**config.mk**
```make
export PLATFORM = sky130hd
export DESIGN_NAME = dmc_context_control
export DESIGN_NICKNAME = d
export VERILOG_FILES = /design/src/hdl/dmc_pkg.sv /design/src/hdl/dmc_context_control.sv /design/src/hdl/dmc_rx_router.sv
export SDC_FILE = /design/constraint.sdc
export NUM_CORES = 1
export LEC_CHECK = 0
export BUFFER_PORTS_ARGS = -buffer_cell sky130_fd_sc_hd__buf_2
export CAP_MARGIN = 10
export CELL_PAD_IN_SITES_DETAIL_PLACEMENT = 1
export CELL_PAD_IN_SITES_GLOBAL_PLACEMENT = 1
export CORE_MARGIN = 2
export CORE_UTILIZATION = 48
export CTS_BUF_LIST = sky130_fd_sc_hd__clkbuf_16
export CTS_CLUSTER_DIAMETER = 200
export DETAILED_ROUTE_END_ITERATION = 12
export GPL_ROUTABILITY_DRIVEN = 0
export GPL_TIMING_DRIVEN = 0
export PLACE_DENSITY_LB_ADDON = 0.1
export REMOVE_ABC_BUFFERS = 1
export SYNTH_ARGS = -nofsm -noshare
export SYNTH_HDL_FRONTEND = slang
export SYNTH_SLANG_ARGS = --single-unit
```
**constraint.sdc**
```tcl
create_clock -name clk -period 5.06 [get_ports clk]
set_input_delay 0.506 -clock clk [delete_from_list [all_inputs] [get_ports clk]]
set_output_delay 0.506 -clock clk [all_outputs]
set_load 0.01 [all_outputs]
```
**src/hdl/dmc_pkg.sv**
```systemverilog
// Purpose: Shared constants and types for the DMA context control block.
// Assumes: One 125 MHz clock; register bus with byte addresses.
// Notes: Register offsets, field bit positions and the code and Self-ID reset values live here.
`default_nettype none

package dmc_pkg;

  // ****************************************************************
  // Register map
  // ****************************************************************
  localparam logic [7:0] REG_CTL_BASE = 8'h00;
  localparam logic [7:0] REG_PTR_BASE = 8'h04;
  localparam logic [7:0] CTX_STRIDE = 8'h08;
  localparam logic [7:0] REG_RX_CFG = 8'h40;
  localparam logic [7:0] REG_RX_STAT = 8'h44;

  // ****************************************************************
  // Field layout
  // ****************************************************************
  localparam int CTL_GO_BIT = 15;
  localparam int CTL_RESCAN_BIT = 12;
  localparam int CTL_HALTED_BIT = 11;
  localparam int CTL_BUSY_BIT = 10;
  localparam int CODE_W = 5;
  localparam int CNT_W = 4;
  localparam int ADDR_W = 28;
  localparam int CFG_SELFID_BIT = 0;
  localparam int STAT_FAIL_BIT = 0;
  localparam int STAT_RESP_LSB = 8;
  localparam int STAT_REQ_LSB = 16;
  localparam int DROP_W = 8;

  // ****************************************************************
  // Codes and reset values
  // ****************************************************************
  localparam logic [4:0] EVT_UNKNOWN = 5'h0E;
  localparam logic [4:0] CODE_RST = 5'h00;
  localparam logic [3:0] CNT_MIN = 4'h1;
  localparam logic CFG_SELFID_RST = 1'b1;

  typedef struct packed {
    logic [ADDR_W-1:0] addr;
    logic [CNT_W-1:0] count;
  } dmc_ptr_type;

  typedef struct packed {
    logic go;
    logic rescan;
    logic halted;
    logic busy;
    logic [CODE_W-1:0] code;
  } dmc_ctl_type;

  typedef enum logic [1:0] {
    PKT_PHYS,
    PKT_SELFID_FMT,
    PKT_RESPONSE,
    PKT_REQUEST
  } dmc_kind_type;

  typedef struct packed {
    dmc_kind_type kind;
    logic [31:0] data;
  } dmc_rx_type;

  typedef enum logic [1:0] {
    CS_IDLE,
    CS_WAIT,
    CS_FETCH,
    CS_REREAD
  } dmc_state_type;

endpackage : dmc_pkg

`default_nettype wire

```
**src/hdl/dmc_context_control.sv**
```systemverilog
// Purpose: Per-context go/busy/rescan/halted control, command pointer,
//          descriptor fetch arbitration and asynchronous receive routing.
// Assumes: Scheduling slots, faults and fetch answers are same-clock.
// Notes: Operation
//
// Implementation choices: strobed register access and the placing of the registers.
`default_nettype none

module dmc_context_control #(
  parameter int NUM_CTX = 4,
  parameter int AR_REQ_CTX = 2,
  parameter logic [3:0] MAX_COUNT = 4'h8,
  localparam int IDX_W = $clog2(NUM_CTX)
) (
  input wire logic clk,
  input wire logic rst_n,
  input wire logic [7:0] reg_addr,
  input wire logic [31:0] reg_wdata,
  input wire logic reg_wr,
  input wire logic reg_rd,
  output logic [31:0] reg_rdata,
  input wire logic [NUM_CTX-1:0] sched_slot,
  input wire logic [NUM_CTX-1:0] ctx_fault,
  input wire logic [4:0] fault_code,
  output logic fetch_req,
  output dmc_pkg::dmc_ptr_type fetch_ptr,
  output logic [IDX_W-1:0] fetch_ctx,
  input wire logic fetch_ack,
  input wire dmc_pkg::dmc_ptr_type fetch_ans,
  input wire logic fetch_err,
  output logic [NUM_CTX-1:0] ctx_done_evt,
  output logic [NUM_CTX-1:0] ctx_halt_evt,
  output logic fatal_error_event,
  input wire logic rx_valid,
  output logic rx_ready,
  input wire dmc_pkg::dmc_rx_type rx_pkt,
  input wire logic selfid_phase,
  input wire logic resp_space,
  input wire logic req_fifo_full,
  output logic phys_valid,
  input wire logic phys_ready,
  output logic [31:0] phys_data,
  output logic [31:0] rx_out_data,
  output logic selfid_wr,
  output logic resp_wr,
  output logic req_wr,
  output logic ack_busy,
  output logic link_fail,
  input wire logic drain_valid,
  output logic drain_ready,
  input wire logic ctx_ready,
  output logic req_deliver
);

  // ****************************************************************
  // Declarations
  // ****************************************************************
  dmc_pkg::dmc_ctl_type ctl_reg [NUM_CTX];
  dmc_pkg::dmc_ctl_type ctl_next [NUM_CTX];
  dmc_pkg::dmc_ptr_type ptr_reg [NUM_CTX];
  dmc_pkg::dmc_ptr_type ptr_next [NUM_CTX];
  dmc_pkg::dmc_state_type st_reg [NUM_CTX];
  dmc_pkg::dmc_state_type st_next [NUM_CTX];
  logic [NUM_CTX-1:0] done_reg, done_next;
  logic [NUM_CTX-1:0] halt_reg, halt_next;
  logic [NUM_CTX-1:0] ctx_req;
  logic [NUM_CTX-1:0] ctx_ack;
  logic own_reg, own_next;
  logic [IDX_W-1:0] idx_reg, idx_next;
  dmc_pkg::dmc_ptr_type fptr_reg, fptr_next;
  logic [31:0] rdata_reg, rdata_next;
  logic cfg_reg, cfg_next;
  logic [7:0] resp_cnt_reg, resp_cnt_next;
  logic [7:0] req_cnt_reg, req_cnt_next;
  logic resp_drop;
  logic drain_drop;

  function automatic logic count_ok(input logic [3:0] cnt);
    count_ok = (cnt >= dmc_pkg::CNT_MIN) && (cnt <= MAX_COUNT);
  endfunction : count_ok

  function automatic logic [31:0] ctl_word(input dmc_pkg::dmc_ctl_type c);
    logic [31:0] w;
    w = 32'h0;
    w[dmc_pkg::CTL_GO_BIT] = c.go;
    w[dmc_pkg::CTL_RESCAN_BIT] = c.rescan;
    w[dmc_pkg::CTL_HALTED_BIT] = c.halted;
    w[dmc_pkg::CTL_BUSY_BIT] = c.busy;
    w[dmc_pkg::CODE_W-1:0] = c.code;
    ctl_word = w;
  endfunction : ctl_word

  // ****************************************************************
  // Context control
  // ****************************************************************
  for (genvar i = 0; i < NUM_CTX; i++) begin : g_ctx
    localparam logic [7:0] A_CTL =
      8'(dmc_pkg::REG_CTL_BASE + i * dmc_pkg::CTX_STRIDE);
    localparam logic [7:0] A_PTR =
      8'(dmc_pkg::REG_PTR_BASE + i * dmc_pkg::CTX_STRIDE);

    assign ctx_req[i] = (st_reg[i] == dmc_pkg::CS_FETCH) ||
      (st_reg[i] == dmc_pkg::CS_REREAD);
    assign ctx_ack[i] = fetch_ack && own_reg &&
      (idx_reg == IDX_W'(i));

    always_comb begin
      logic wsel;
      logic halt;
      logic stop;
      logic [4:0] hcode;
      wsel = reg_wr && (reg_addr == A_CTL);
      halt = 1'b0;
      stop = 1'b0;
      hcode = dmc_pkg::EVT_UNKNOWN;
      ctl_next[i] = ctl_reg[i];
      ptr_next[i] = ptr_reg[i];
      st_next[i] = st_reg[i];
      // Only go and rescan take software writes.
      if (wsel) begin
        ctl_next[i].go = reg_wdata[dmc_pkg::CTL_GO_BIT];
        if (reg_wdata[dmc_pkg::CTL_RESCAN_BIT]) begin
          ctl_next[i].rescan = 1'b1;
        end
      end
      // Rescan is meaningless while go is clear.
      if (!ctl_next[i].go) begin
        ctl_next[i].rescan = 1'b0;
      end
      // Pointer writes outside the idle window are ignored.
      if (reg_wr && reg_addr == A_PTR && !ctl_reg[i].go &&
          !ctl_reg[i].busy) begin
        ptr_next[i] = reg_wdata[31:0];
      end
      case (st_reg[i])
        dmc_pkg::CS_IDLE: begin
          if (ctl_next[i].go && !ctl_reg[i].halted &&
              (!ctl_reg[i].go || ctl_next[i].rescan)) begin
            ctl_next[i].busy = 1'b1;
            if (!ctl_reg[i].go && !count_ok(ptr_next[i].count)) begin
              halt = 1'b1;
            end else begin
              st_next[i] = dmc_pkg::CS_WAIT;
            end
          end
        end
        dmc_pkg::CS_WAIT: begin
          if (!ctl_next[i].go) begin
            stop = 1'b1;
          end else if (sched_slot[i]) begin
            ctl_next[i].rescan = 1'b0;
            st_next[i] = dmc_pkg::CS_FETCH;
          end
        end
        dmc_pkg::CS_FETCH, dmc_pkg::CS_REREAD: begin
          if (ctx_ack[i]) begin
            if (fetch_err) begin
              halt = 1'b1;
            end else if (!ctl_next[i].go) begin
              stop = 1'b1;
            end else if (fetch_ans.count == '0) begin
              if (st_reg[i] == dmc_pkg::CS_FETCH) begin
                ctl_next[i].rescan = 1'b0;
                st_next[i] = dmc_pkg::CS_REREAD;
              end else begin
                stop = 1'b1;
              end
            end else if (!count_ok(fetch_ans.count)) begin
              halt = 1'b1;
            end else begin
              ptr_next[i] = fetch_ans;
              st_next[i] = dmc_pkg::CS_WAIT;
            end
          end
        end
        default: begin
          st_next[i] = dmc_pkg::CS_IDLE;
        end
      endcase
      if (ctx_fault[i] && ctl_reg[i].busy) begin
        halt = 1'b1;
        hcode = fault_code;
      end
      if (stop) begin
        ctl_next[i].busy = 1'b0;
        st_next[i] = dmc_pkg::CS_IDLE;
      end
      // The pointer keeps the failing block; go stays as it is.
      if (halt) begin
        ctl_next[i].halted = 1'b1;
        ctl_next[i].busy = 1'b0;
        ctl_next[i].code = hcode;
        st_next[i] = dmc_pkg::CS_IDLE;
      end
      if (!ctl_next[i].go) begin
        ctl_next[i].halted = 1'b0;
      end
      halt_next[i] = halt;
      done_next[i] = ctl_reg[i].busy && !ctl_next[i].busy &&
        !ctl_next[i].go && !halt;
    end

    always_ff @(posedge clk or negedge rst_n) begin
      if (!rst_n) begin
        ctl_reg[i] <= '{go: 1'b0, rescan: 1'b0, halted: 1'b0,
          busy: 1'b0, code: dmc_pkg::CODE_RST};
        ptr_reg[i] <= '0;
        st_reg[i] <= dmc_pkg::CS_IDLE;
      end else begin
        ctl_reg[i] <= ctl_next[i];
        ptr_reg[i] <= ptr_next[i];
        st_reg[i] <= st_next[i];
      end
    end
  end

  always_ff @(posedge clk or negedge rst_n) begin
    if (!rst_n) begin
      done_reg <= '0;
      halt_reg <= '0;
    end else begin
      done_reg <= done_next;
      halt_reg <= halt_next;
    end
  end

  assign ctx_done_evt = done_reg;
  assign ctx_halt_evt = halt_reg;
  assign fatal_error_event = |halt_reg;

  // ****************************************************************
  // Descriptor fetch arbitration
  // ****************************************************************
  // One fetch owns the port until its answer; lowest index wins.
  always_comb begin
    own_next = own_reg;
    idx_next = idx_reg;
    fptr_next = fptr_reg;
    if (own_reg) begin
      if (fetch_ack) begin
        own_next = 1'b0;
      end
    end else begin
      for (int k = NUM_CTX - 1; k >= 0; k--) begin
        if (ctx_req[k]) begin
          own_next = 1'b1;
          idx_next = IDX_W'(k);
          fptr_next = ptr_reg[k];
        end
      end
    end
  end

  always_ff @(posedge clk or negedge rst_n) begin
    if (!rst_n) begin
      own_reg <= 1'b0;
      idx_reg <= '0;
      fptr_reg <= '0;
    end else begin
      own_reg <= own_next;
      idx_reg <= idx_next;
      fptr_reg <= fptr_next;
    end
  end

  assign fetch_req = own_reg;
  assign fetch_ptr = fptr_reg;
  assign fetch_ctx = idx_reg;

  // ****************************************************************
  // Register bus
  // ****************************************************************
  always_comb begin
    logic [IDX_W-1:0] sel;
    sel = reg_addr[IDX_W+2:3];
    rdata_next = 32'h0;
    cfg_next = cfg_reg;
    resp_cnt_next = resp_cnt_reg;
    req_cnt_next = req_cnt_reg;
    if (reg_wr && reg_addr == dmc_pkg::REG_RX_CFG) begin
      cfg_next = reg_wdata[dmc_pkg::CFG_SELFID_BIT];
    end
    if (reg_wr && reg_addr == dmc_pkg::REG_RX_STAT) begin
      resp_cnt_next = 8'h0;
      req_cnt_next = 8'h0;
    end
    // Drop counts saturate; a new drop outranks the clear.
    if (resp_drop && resp_cnt_next != 8'hFF) begin
      resp_cnt_next = resp_cnt_next + 8'h1;
    end
    if (drain_drop && req_cnt_next != 8'hFF) begin
      req_cnt_next = req_cnt_next + 8'h1;
    end
    if (reg_rd) begin
      if (reg_addr < 8'(NUM_CTX * 8)) begin
        if (reg_addr[2]) begin
          rdata_next = ptr_reg[sel];
        end else begin
          rdata_next = ctl_word(ctl_reg[sel]);
        end
      end else if (reg_addr == dmc_pkg::REG_RX_CFG) begin
        rdata_next[dmc_pkg::CFG_SELFID_BIT] = cfg_reg;
      end else if (reg_addr == dmc_pkg::REG_RX_STAT) begin
        rdata_next[dmc_pkg::STAT_FAIL_BIT] = link_fail;
        rdata_next[dmc_pkg::STAT_RESP_LSB +: 8] = resp_cnt_reg;
        rdata_next[dmc_pkg::STAT_REQ_LSB +: 8] = req_cnt_reg;
      end
    end
  end

  always_ff @(posedge clk or negedge rst_n) begin
    if (!rst_n) begin
      rdata_reg <= 32'h0;
      cfg_reg <= dmc_pkg::CFG_SELFID_RST;
      resp_cnt_reg <= 8'h0;
      req_cnt_reg <= 8'h0;
    end else begin
      rdata_reg <= rdata_next;
      cfg_reg <= cfg_next;
      resp_cnt_reg <= resp_cnt_next;
      req_cnt_reg <= req_cnt_next;
    end
  end

  assign reg_rdata = rdata_reg;

  // ****************************************************************
  // Asynchronous receive routing
  // ****************************************************************
  dmc_rx_router u_router (
    .clk(clk),
    .rst_n(rst_n),
    .rx_valid(rx_valid),
    .rx_ready(rx_ready),
    .rx_pkt(rx_pkt),
    .selfid_phase(selfid_phase),
    .selfid_en(cfg_reg),
    .resp_space(resp_space),
    .req_fifo_full(req_fifo_full),
    .req_fail_set(halt_reg[AR_REQ_CTX]),
    .req_halted(ctl_reg[AR_REQ_CTX].halted),
    .phys_valid(phys_valid),
    .phys_ready(phys_ready),
    .phys_data(phys_data),
    .out_data(rx_out_data),
    .selfid_wr(selfid_wr),
    .resp_wr(resp_wr),
    .req_wr(req_wr),
    .ack_busy(ack_busy),
    .resp_drop(resp_drop),
    .link_fail(link_fail),
    .drain_valid(drain_valid),
    .drain_ready(drain_ready),
    .ctx_ready(ctx_ready),
    .req_deliver(req_deliver),
    .drain_drop(drain_drop)
  );

endmodule : dmc_context_control

`default_nettype wire

```
**src/hdl/dmc_rx_router.sv**
```systemverilog
// Purpose: Routes received packets to physical, Self-ID, response and
//          request paths, busies requests and drains a halted context.
// Assumes: All inputs come from logic on the same clock.
// Notes: Only a physical packet meeting a full physical slot stalls.
`default_nettype none

module dmc_rx_router (
  input wire logic clk,
  input wire logic rst_n,
  input wire logic rx_valid,
  output logic rx_ready,
  input wire dmc_pkg::dmc_rx_type rx_pkt,
  input wire logic selfid_phase,
  input wire logic selfid_en,
  input wire logic resp_space,
  input wire logic req_fifo_full,
  input wire logic req_fail_set,
  input wire logic req_halted,
  output logic phys_valid,
  input wire logic phys_ready,
  output logic [31:0] phys_data,
  output logic [31:0] out_data,
  output logic selfid_wr,
  output logic resp_wr,
  output logic req_wr,
  output logic ack_busy,
  output logic resp_drop,
  output logic link_fail,
  input wire logic drain_valid,
  output logic drain_ready,
  input wire logic ctx_ready,
  output logic req_deliver,
  output logic drain_drop
);

  logic take;
  logic is_req;
  logic phys_reg, phys_next;
  logic [31:0] pdata_reg, pdata_next;
  logic [31:0] data_reg, data_next;
  logic [4:0] strb_reg, strb_next;
  logic fail_reg, fail_next;

  assign rx_ready =
    !(phys_reg && rx_pkt.kind == dmc_pkg::PKT_PHYS);
  assign take = rx_valid && rx_ready;
  assign is_req = take && (rx_pkt.kind == dmc_pkg::PKT_REQUEST ||
    (rx_pkt.kind == dmc_pkg::PKT_SELFID_FMT && !selfid_phase));

  always_comb begin
    phys_next = phys_reg && !phys_ready;
    pdata_next = pdata_reg;
    if (take && rx_pkt.kind == dmc_pkg::PKT_PHYS) begin
      phys_next = 1'b1;
      pdata_next = rx_pkt.data;
    end
    data_next = take ? rx_pkt.data : data_reg;
    strb_next[0] = take && rx_pkt.kind == dmc_pkg::PKT_SELFID_FMT &&
      selfid_phase && selfid_en;
    strb_next[1] = take && rx_pkt.kind == dmc_pkg::PKT_RESPONSE &&
      resp_space;
    strb_next[2] = take && rx_pkt.kind == dmc_pkg::PKT_RESPONSE &&
      !resp_space;
    strb_next[3] = is_req && !(req_fifo_full || fail_reg);
    strb_next[4] = is_req && (req_fifo_full || fail_reg);
    fail_next = req_fail_set || (fail_reg && req_halted);
  end

  always_ff @(posedge clk or negedge rst_n) begin
    if (!rst_n) begin
      phys_reg <= 1'b0;
      pdata_reg <= 32'h0;
      data_reg <= 32'h0;
      strb_reg <= 5'h0;
      fail_reg <= 1'b0;
    end else begin
      phys_reg <= phys_next;
      pdata_reg <= pdata_next;
      data_reg <= data_next;
      strb_reg <= strb_next;
      fail_reg <= fail_next;
    end
  end

  assign phys_valid = phys_reg;
  assign phys_data = pdata_reg;
  assign out_data = data_reg;
  assign selfid_wr = strb_reg[0];
  assign resp_wr = strb_reg[1];
  assign resp_drop = strb_reg[2];
  assign req_wr = strb_reg[3];
  assign ack_busy = strb_reg[4];
  assign link_fail = fail_reg;

  // A halted request context still empties the FIFO; each dropped entry raises drain_drop.
  assign drain_ready = req_halted || ctx_ready;
  assign req_deliver = drain_valid && !req_halted;
  assign drain_drop = drain_valid && req_halted;

endmodule : dmc_rx_router

`default_nettype wire

```
== Word level (Yosys, flattened, before mapping) ==
Index checks and enable logic that the tools add are counted.

* Add/subtract/negate cells: 2
* $lt $le $gt $ge: 12
* Eq/ne operators: 69
* Multiplexer cells: 238
* Bitwise logic cells: 2
* Reduce and logical (&&, ||, !) cells: 139

{| class="wikitable"
|+ Operator list
! operator !! number
|-
| $mux 32 || 36
|-
| $mux 1 || 112
|-
| $ne 4x4->1 const B || 28
|-
| $mux 2 || 53
|-
| $logic_and 1x1->1 || 75
|-
| $bmux 32 s2 || 1
|-
| $mux 16 || 3
|-
| $mux 8 || 5
|-
| $ne 5x5->1 const B || 8
|-
| $reduce_and 9->1 || 4
|-
| $mux 7 || 5
|-
| $logic_not 1->1 || 33
|-
| $eq 8x5->1 const B || 4
|-
| $eq 2x2->1 const B || 12
|-
| $pmux 1 s2 || 12
|-
| $pmux 2 s3 || 4
|-
| $ge 4x1->1 const B || 5
|-
| $le 4x4->1 const B || 5
|-
| $mux 5 || 4
|-
| $bmux 9 s2 || 1
|-
| $mux 9 || 2
|-
| $add 8x1->8 const B || 2
|-
| $eq 8x4->1 const B || 2
|-
| $eq 8x7->1 const B || 2
|-
| other kinds (16) || 44
|}

* Flip-flop bits (word level): 335
* Input port bits: 132

== Depth between registers and ports, before layout ==
* Depth in word-level cells: 18
* Depth in mapped cells: 10
* Depth with buffers taken out: 9

== By module ==
A second synthesis with hierarchy kept.

* Cell total of the unflattened synthesis: 1,678
* Area total of the unflattened synthesis: 17,485.5 um^2

{| class="wikitable"
|+ By module, submodules not included
! module !! times used !! cells each !! area each (um^2) !! sequential area each (um^2)
|-
| dmc_context_control || 1 || 1,406 || 14,058.5 || 6,607.6
|-
| dmc_rx_router || 1 || 272 || 3,427.0 || 1,776.7
|}

== Least setup slack after synthesis ==
OpenSTA, ideal clock, no wires.

* Path kind: in2reg
* From: in reg_addr[3]
* To: reg req_cnt_reg[5]
* Arrival: 2.789 ns
* Required time: 4.928 ns
* Slack: 2.139 ns
* Stages on the path: 10
* Path buffers: 1
* Path through: buf_6 -> nor4b_1 -> nand3_1 -> and2_1 -> ha_1 -> nand3_1 -> o311ai_1 -> nor4_1 -> xnor2_1 -> nor2_1

* Longest elaborated chain between the ends: 6
* Elaborated cells on any way between the ends: 7

{| class="wikitable"
|+ RTL lines
! item !! line !! source
|-
| from (decl) || dmc_context_control.sv:17 || <nowiki>input wire logic [7:0] reg_addr,</nowiki>
|-
| $eq 8x7->1 * || dmc_context_control.sv:283 || <nowiki>if (reg_wr && reg_addr == dmc_pkg::REG_RX_STAT) begin</nowiki>
|-
| $logic_and 1x1->1 * || dmc_context_control.sv:283 ||
|-
| $mux 8 * || dmc_context_control.sv:283 ||
|-
| branches (longest 2 deep; another with $add 8x1->8) || - ||
|-
| $mux 8 * || dmc_context_control.sv:291 || <nowiki>if (drain_drop && req_cnt_next != 8'hFF) begin</nowiki>
|-
| net req_cnt_next[5] || dmc_context_control.sv:74 || <nowiki>logic [7:0] req_cnt_reg, req_cnt_next;</nowiki>
|-
| to (signal assigned) || dmc_context_control.sv:321 || <nowiki>req_cnt_reg <= req_cnt_next;</nowiki>
|-
| to (decl) || dmc_context_control.sv:74 ||
|}

Mark *: on every way through the listed nets, which the timed path passes.
A chain may end at the register's enable or synchronous reset.

== Final worst setup path ==
* From: in reg_addr[2]
* To: reg req_cnt_reg[5]

Same word-level chain as after synthesis.

==> impl_results.md <==
- FILL cells: 3813
- Mux cell area share after synthesis: 0.211
- CTS tree: yes
- Die W: 191 um
- Total track usage: 0.297
- IO Port Bufs: 280
- Post-Synthesis Cells: 1571
- Number of enable flip-flop cells after synthesis: 0
- Post-layout util: 0.578
- Grt ovf: 0
- Max-slew violations: 0
- Antenna-violating nets left: 0
- Root Buffer: clkbuf_16
- Yosys top cell by area: dfrtp_1
- Commonest non-fill, non-tap cells in the layout: dfrtp_1 (331), buf_2 (277), a21oi_1 (258)
- Post-synthesis adder-cell area fraction: 0.00149
- PwrDens: 399 nW/um2
- Type of origin of the critical path: input pin
- Yosys reg bits: 335
- Detailed-route via count: 13600
- Post-cts resize count: 0
- WL/cell: 23.6 um
- Die ar.: 36400 um2
- Min Clock Period, post-route: 4040 ps
- Worst R2R Setup Slack: 1770 ps
- Total Nets Final: 1939
- Critical path class: input pin to register
- Clock sink count: 335
- Synth unique cells: 82
- RSZ-0062 raised after global routing: false
- Critical Path Sink Type: register
- Fin Setup TNS: 0 ps
- Synth warn: 0
- Syn Area/Cell: 10.7 um2
- Initial Utilization: 0.486
- Number of max-cap violations: 0
- Post-synth ARST share: 1.00
- Post-synthesis cell area: 16700 um2
- Synth Area in Compound Gates: 0.124
- Worst Path Required: 5470 ps
- Max reg flops: 128
- Worst-Skew Late Latency: 540 ps
- Tcrit/Tclk final: 0.799
- Synth Area in Simple Gates: 0.122
- R2r endpoint: ptr_reg[115]
- Synth top area cells: dfrtp_1 (50%), mux2i_1 (10%), a21oi_1 (7.7%)
- Sequential fraction of the synthesis area: 0.501
- Post-DP Area: 18800 um2
- Hold path cells: 2
- Worst vdd ir: 382 uV
- Hold path startpoint: resp_space
- Worst-path clk slew: 60 ps
- Rel. slew slack: 0.139
- Largest net degree at the start of global routing: 122
- Final setup violation count: 0
- Core Box Area: 34500 um2
- DR pass1 iterations: 5
- Die Ht: 191 um
- Final hold violation count: 0
- Largest family of logic cells by synthesized area: multiplexers
- Io pins: 281
- Worst reg2reg path depth: 6
- Worst Hold Class: input pin to register
- FF+latch area: 8390 um2
- Area of the multi-input gates: 7860 um2
- Clock tree buffer depth: 3
- Crit path DAT: 4450 ps
- FF-to-FF Start: st_reg[7]
- First-pass GRT wire length: 83100 um
- Total power: 7.95 mW
- Post-detail-place hpwl: 36200 um
- Final Cell Area: 19900 um2
- Predominant post-synthesis flop cell: dfrtp_1
- Fin Hold WS: 140 ps
- Synth Area in XOR/XNOR: 0.00942
- H-tree levels: 2
- Drt drc: 0
- Worst slew pin tran: 1290 ps
- Most common cell after layout, fill and taps aside: dfrtp_1
- Hold path endpoint: u_router.strb_reg[2]
- Fmax: 247 MHz
- Status: finished, final reports clean
- CTS buffer count: 38
- Post-Route WL: 54200 um
- Post-synth top area share: 0.499
- Initial DRC Count: 761
- Vias in the first global route: 14500
- Worst-path fanout max: 38
- Skew final: 18.2 ps
- Initial antenna violation count: 4
- Row cnt: 68
- Share of cells above drive strength 1: 0.272
- Leakage: 9.18 nW
- Routed vias/inst: 5.96
- Area grow syn2layout: 18.9%
==> worst max-delay path: stages <==
cell and delay, ps:
buf_2 800, nor4b_1 870, nand3_1 500, and2_1 340, ha_1 220, nand3_1 150
o311ai_1 290, nor4_1 490, xnor2_1 190, nor2_1 60
==> timing repair <==
| action | CTS | global route |
|---|---|---|
| hold buffers | 1 | 0 |
| endpoints found under the hold margin | 52 | 0 |
| buffers inserted | 0 | 0 |
==> area by class of cell <==
type	instances	share of cell area
inverters	22	0.00427
diodes	5	0.000628
flip-flops and latches	335	0.421
clock inverters	27	0.00961
multi-input cells	1104	0.394
repair buffers	304	0.0932
clock buffers	38	0.0477
well taps	455	0.0286
==> cells by family after synthesis <==
| logic type | after synthesis |
|---|---|
| DFF | 335 |
| adders and majority gates | 2 |
| and+or+nand+nor | 432 |
| AOI/OAI and AO/OA | 362 |
| buffers and inverters | 132 |
| muxes | 290 |
| xor gates and xnor gates | 18 |
==> metal layers <==
layer / global-route usage / vias up / share of wire
met4: 0.125 / 0 / 0.039
li1: - / 6115 / -
met1: 0.383 / 6984 / 0.42
met5: 0 / - / 0
met2: 0.504 / 411 / 0.50
met3: 0.0399 / 131 / 0.046
==> per-stage QoR <==
step,instances,setup slack (ps)
global route,2288,666
CTS,2285,1040
finish,2290,1020
floorplan,1461,786
global placement,2196,-3130
detailed placement,2219,498
==> worst max path at each step <==
stage | startpoint | to | slack [ps] | cells after the start
after floorplan | rx_pkt[33] | u_router.phys_data[0] | 790 | 5
after global placement | rst_n | ctx_done_evt[1] | -3130 | 1
after detailed placement | reg_addr[2] | req_cnt_reg[5] | 500 | 10
after CTS | reg_addr[2] | req_cnt_reg[5] | 1040 | 10
after global routing | reg_addr[2] | req_cnt_reg[5] | 670 | 10
final | reg_addr[2] | req_cnt_reg[5] | 1020 | 10
==> power breakdown <==
group / internal, mW / total (mW) / switching [mW] / leakage, nW
clock: 1.47 / 2.60 / 1.13 / 0.611
sequential: 3.12 / 3.50 / 0.383 / 4.34
combinational: 0.791 / 1.85 / 1.06 / 4.23
total: 5.38 / 7.95 / 2.57 / 9.18
==> synth_stat cells, types with 4 or more instances <==
library cell	n
a21o_1	5
nor4_1	4
clkbuf_1	76
mux2i_1	174
nand4_1	11
or3_1	11
nor3_1	20
mux2_2	74
buf_2	13
nand2_1	35
a21oi_1	258
nand3_1	21
nor2b_1	6
dfrtp_1	334
inv_1	20
a41oi_1	4
and3_1	18
o21ai_0	35
nor2_1	255
nand2b_1	5
o22a_1	9
xor2_1	10
xnor2_1	8
mux4_2	40
o21a_1	4
buf_1	17
and2_1	10
nand3b_1	5
No activity file was read; power rests on OpenSTA's default activity.
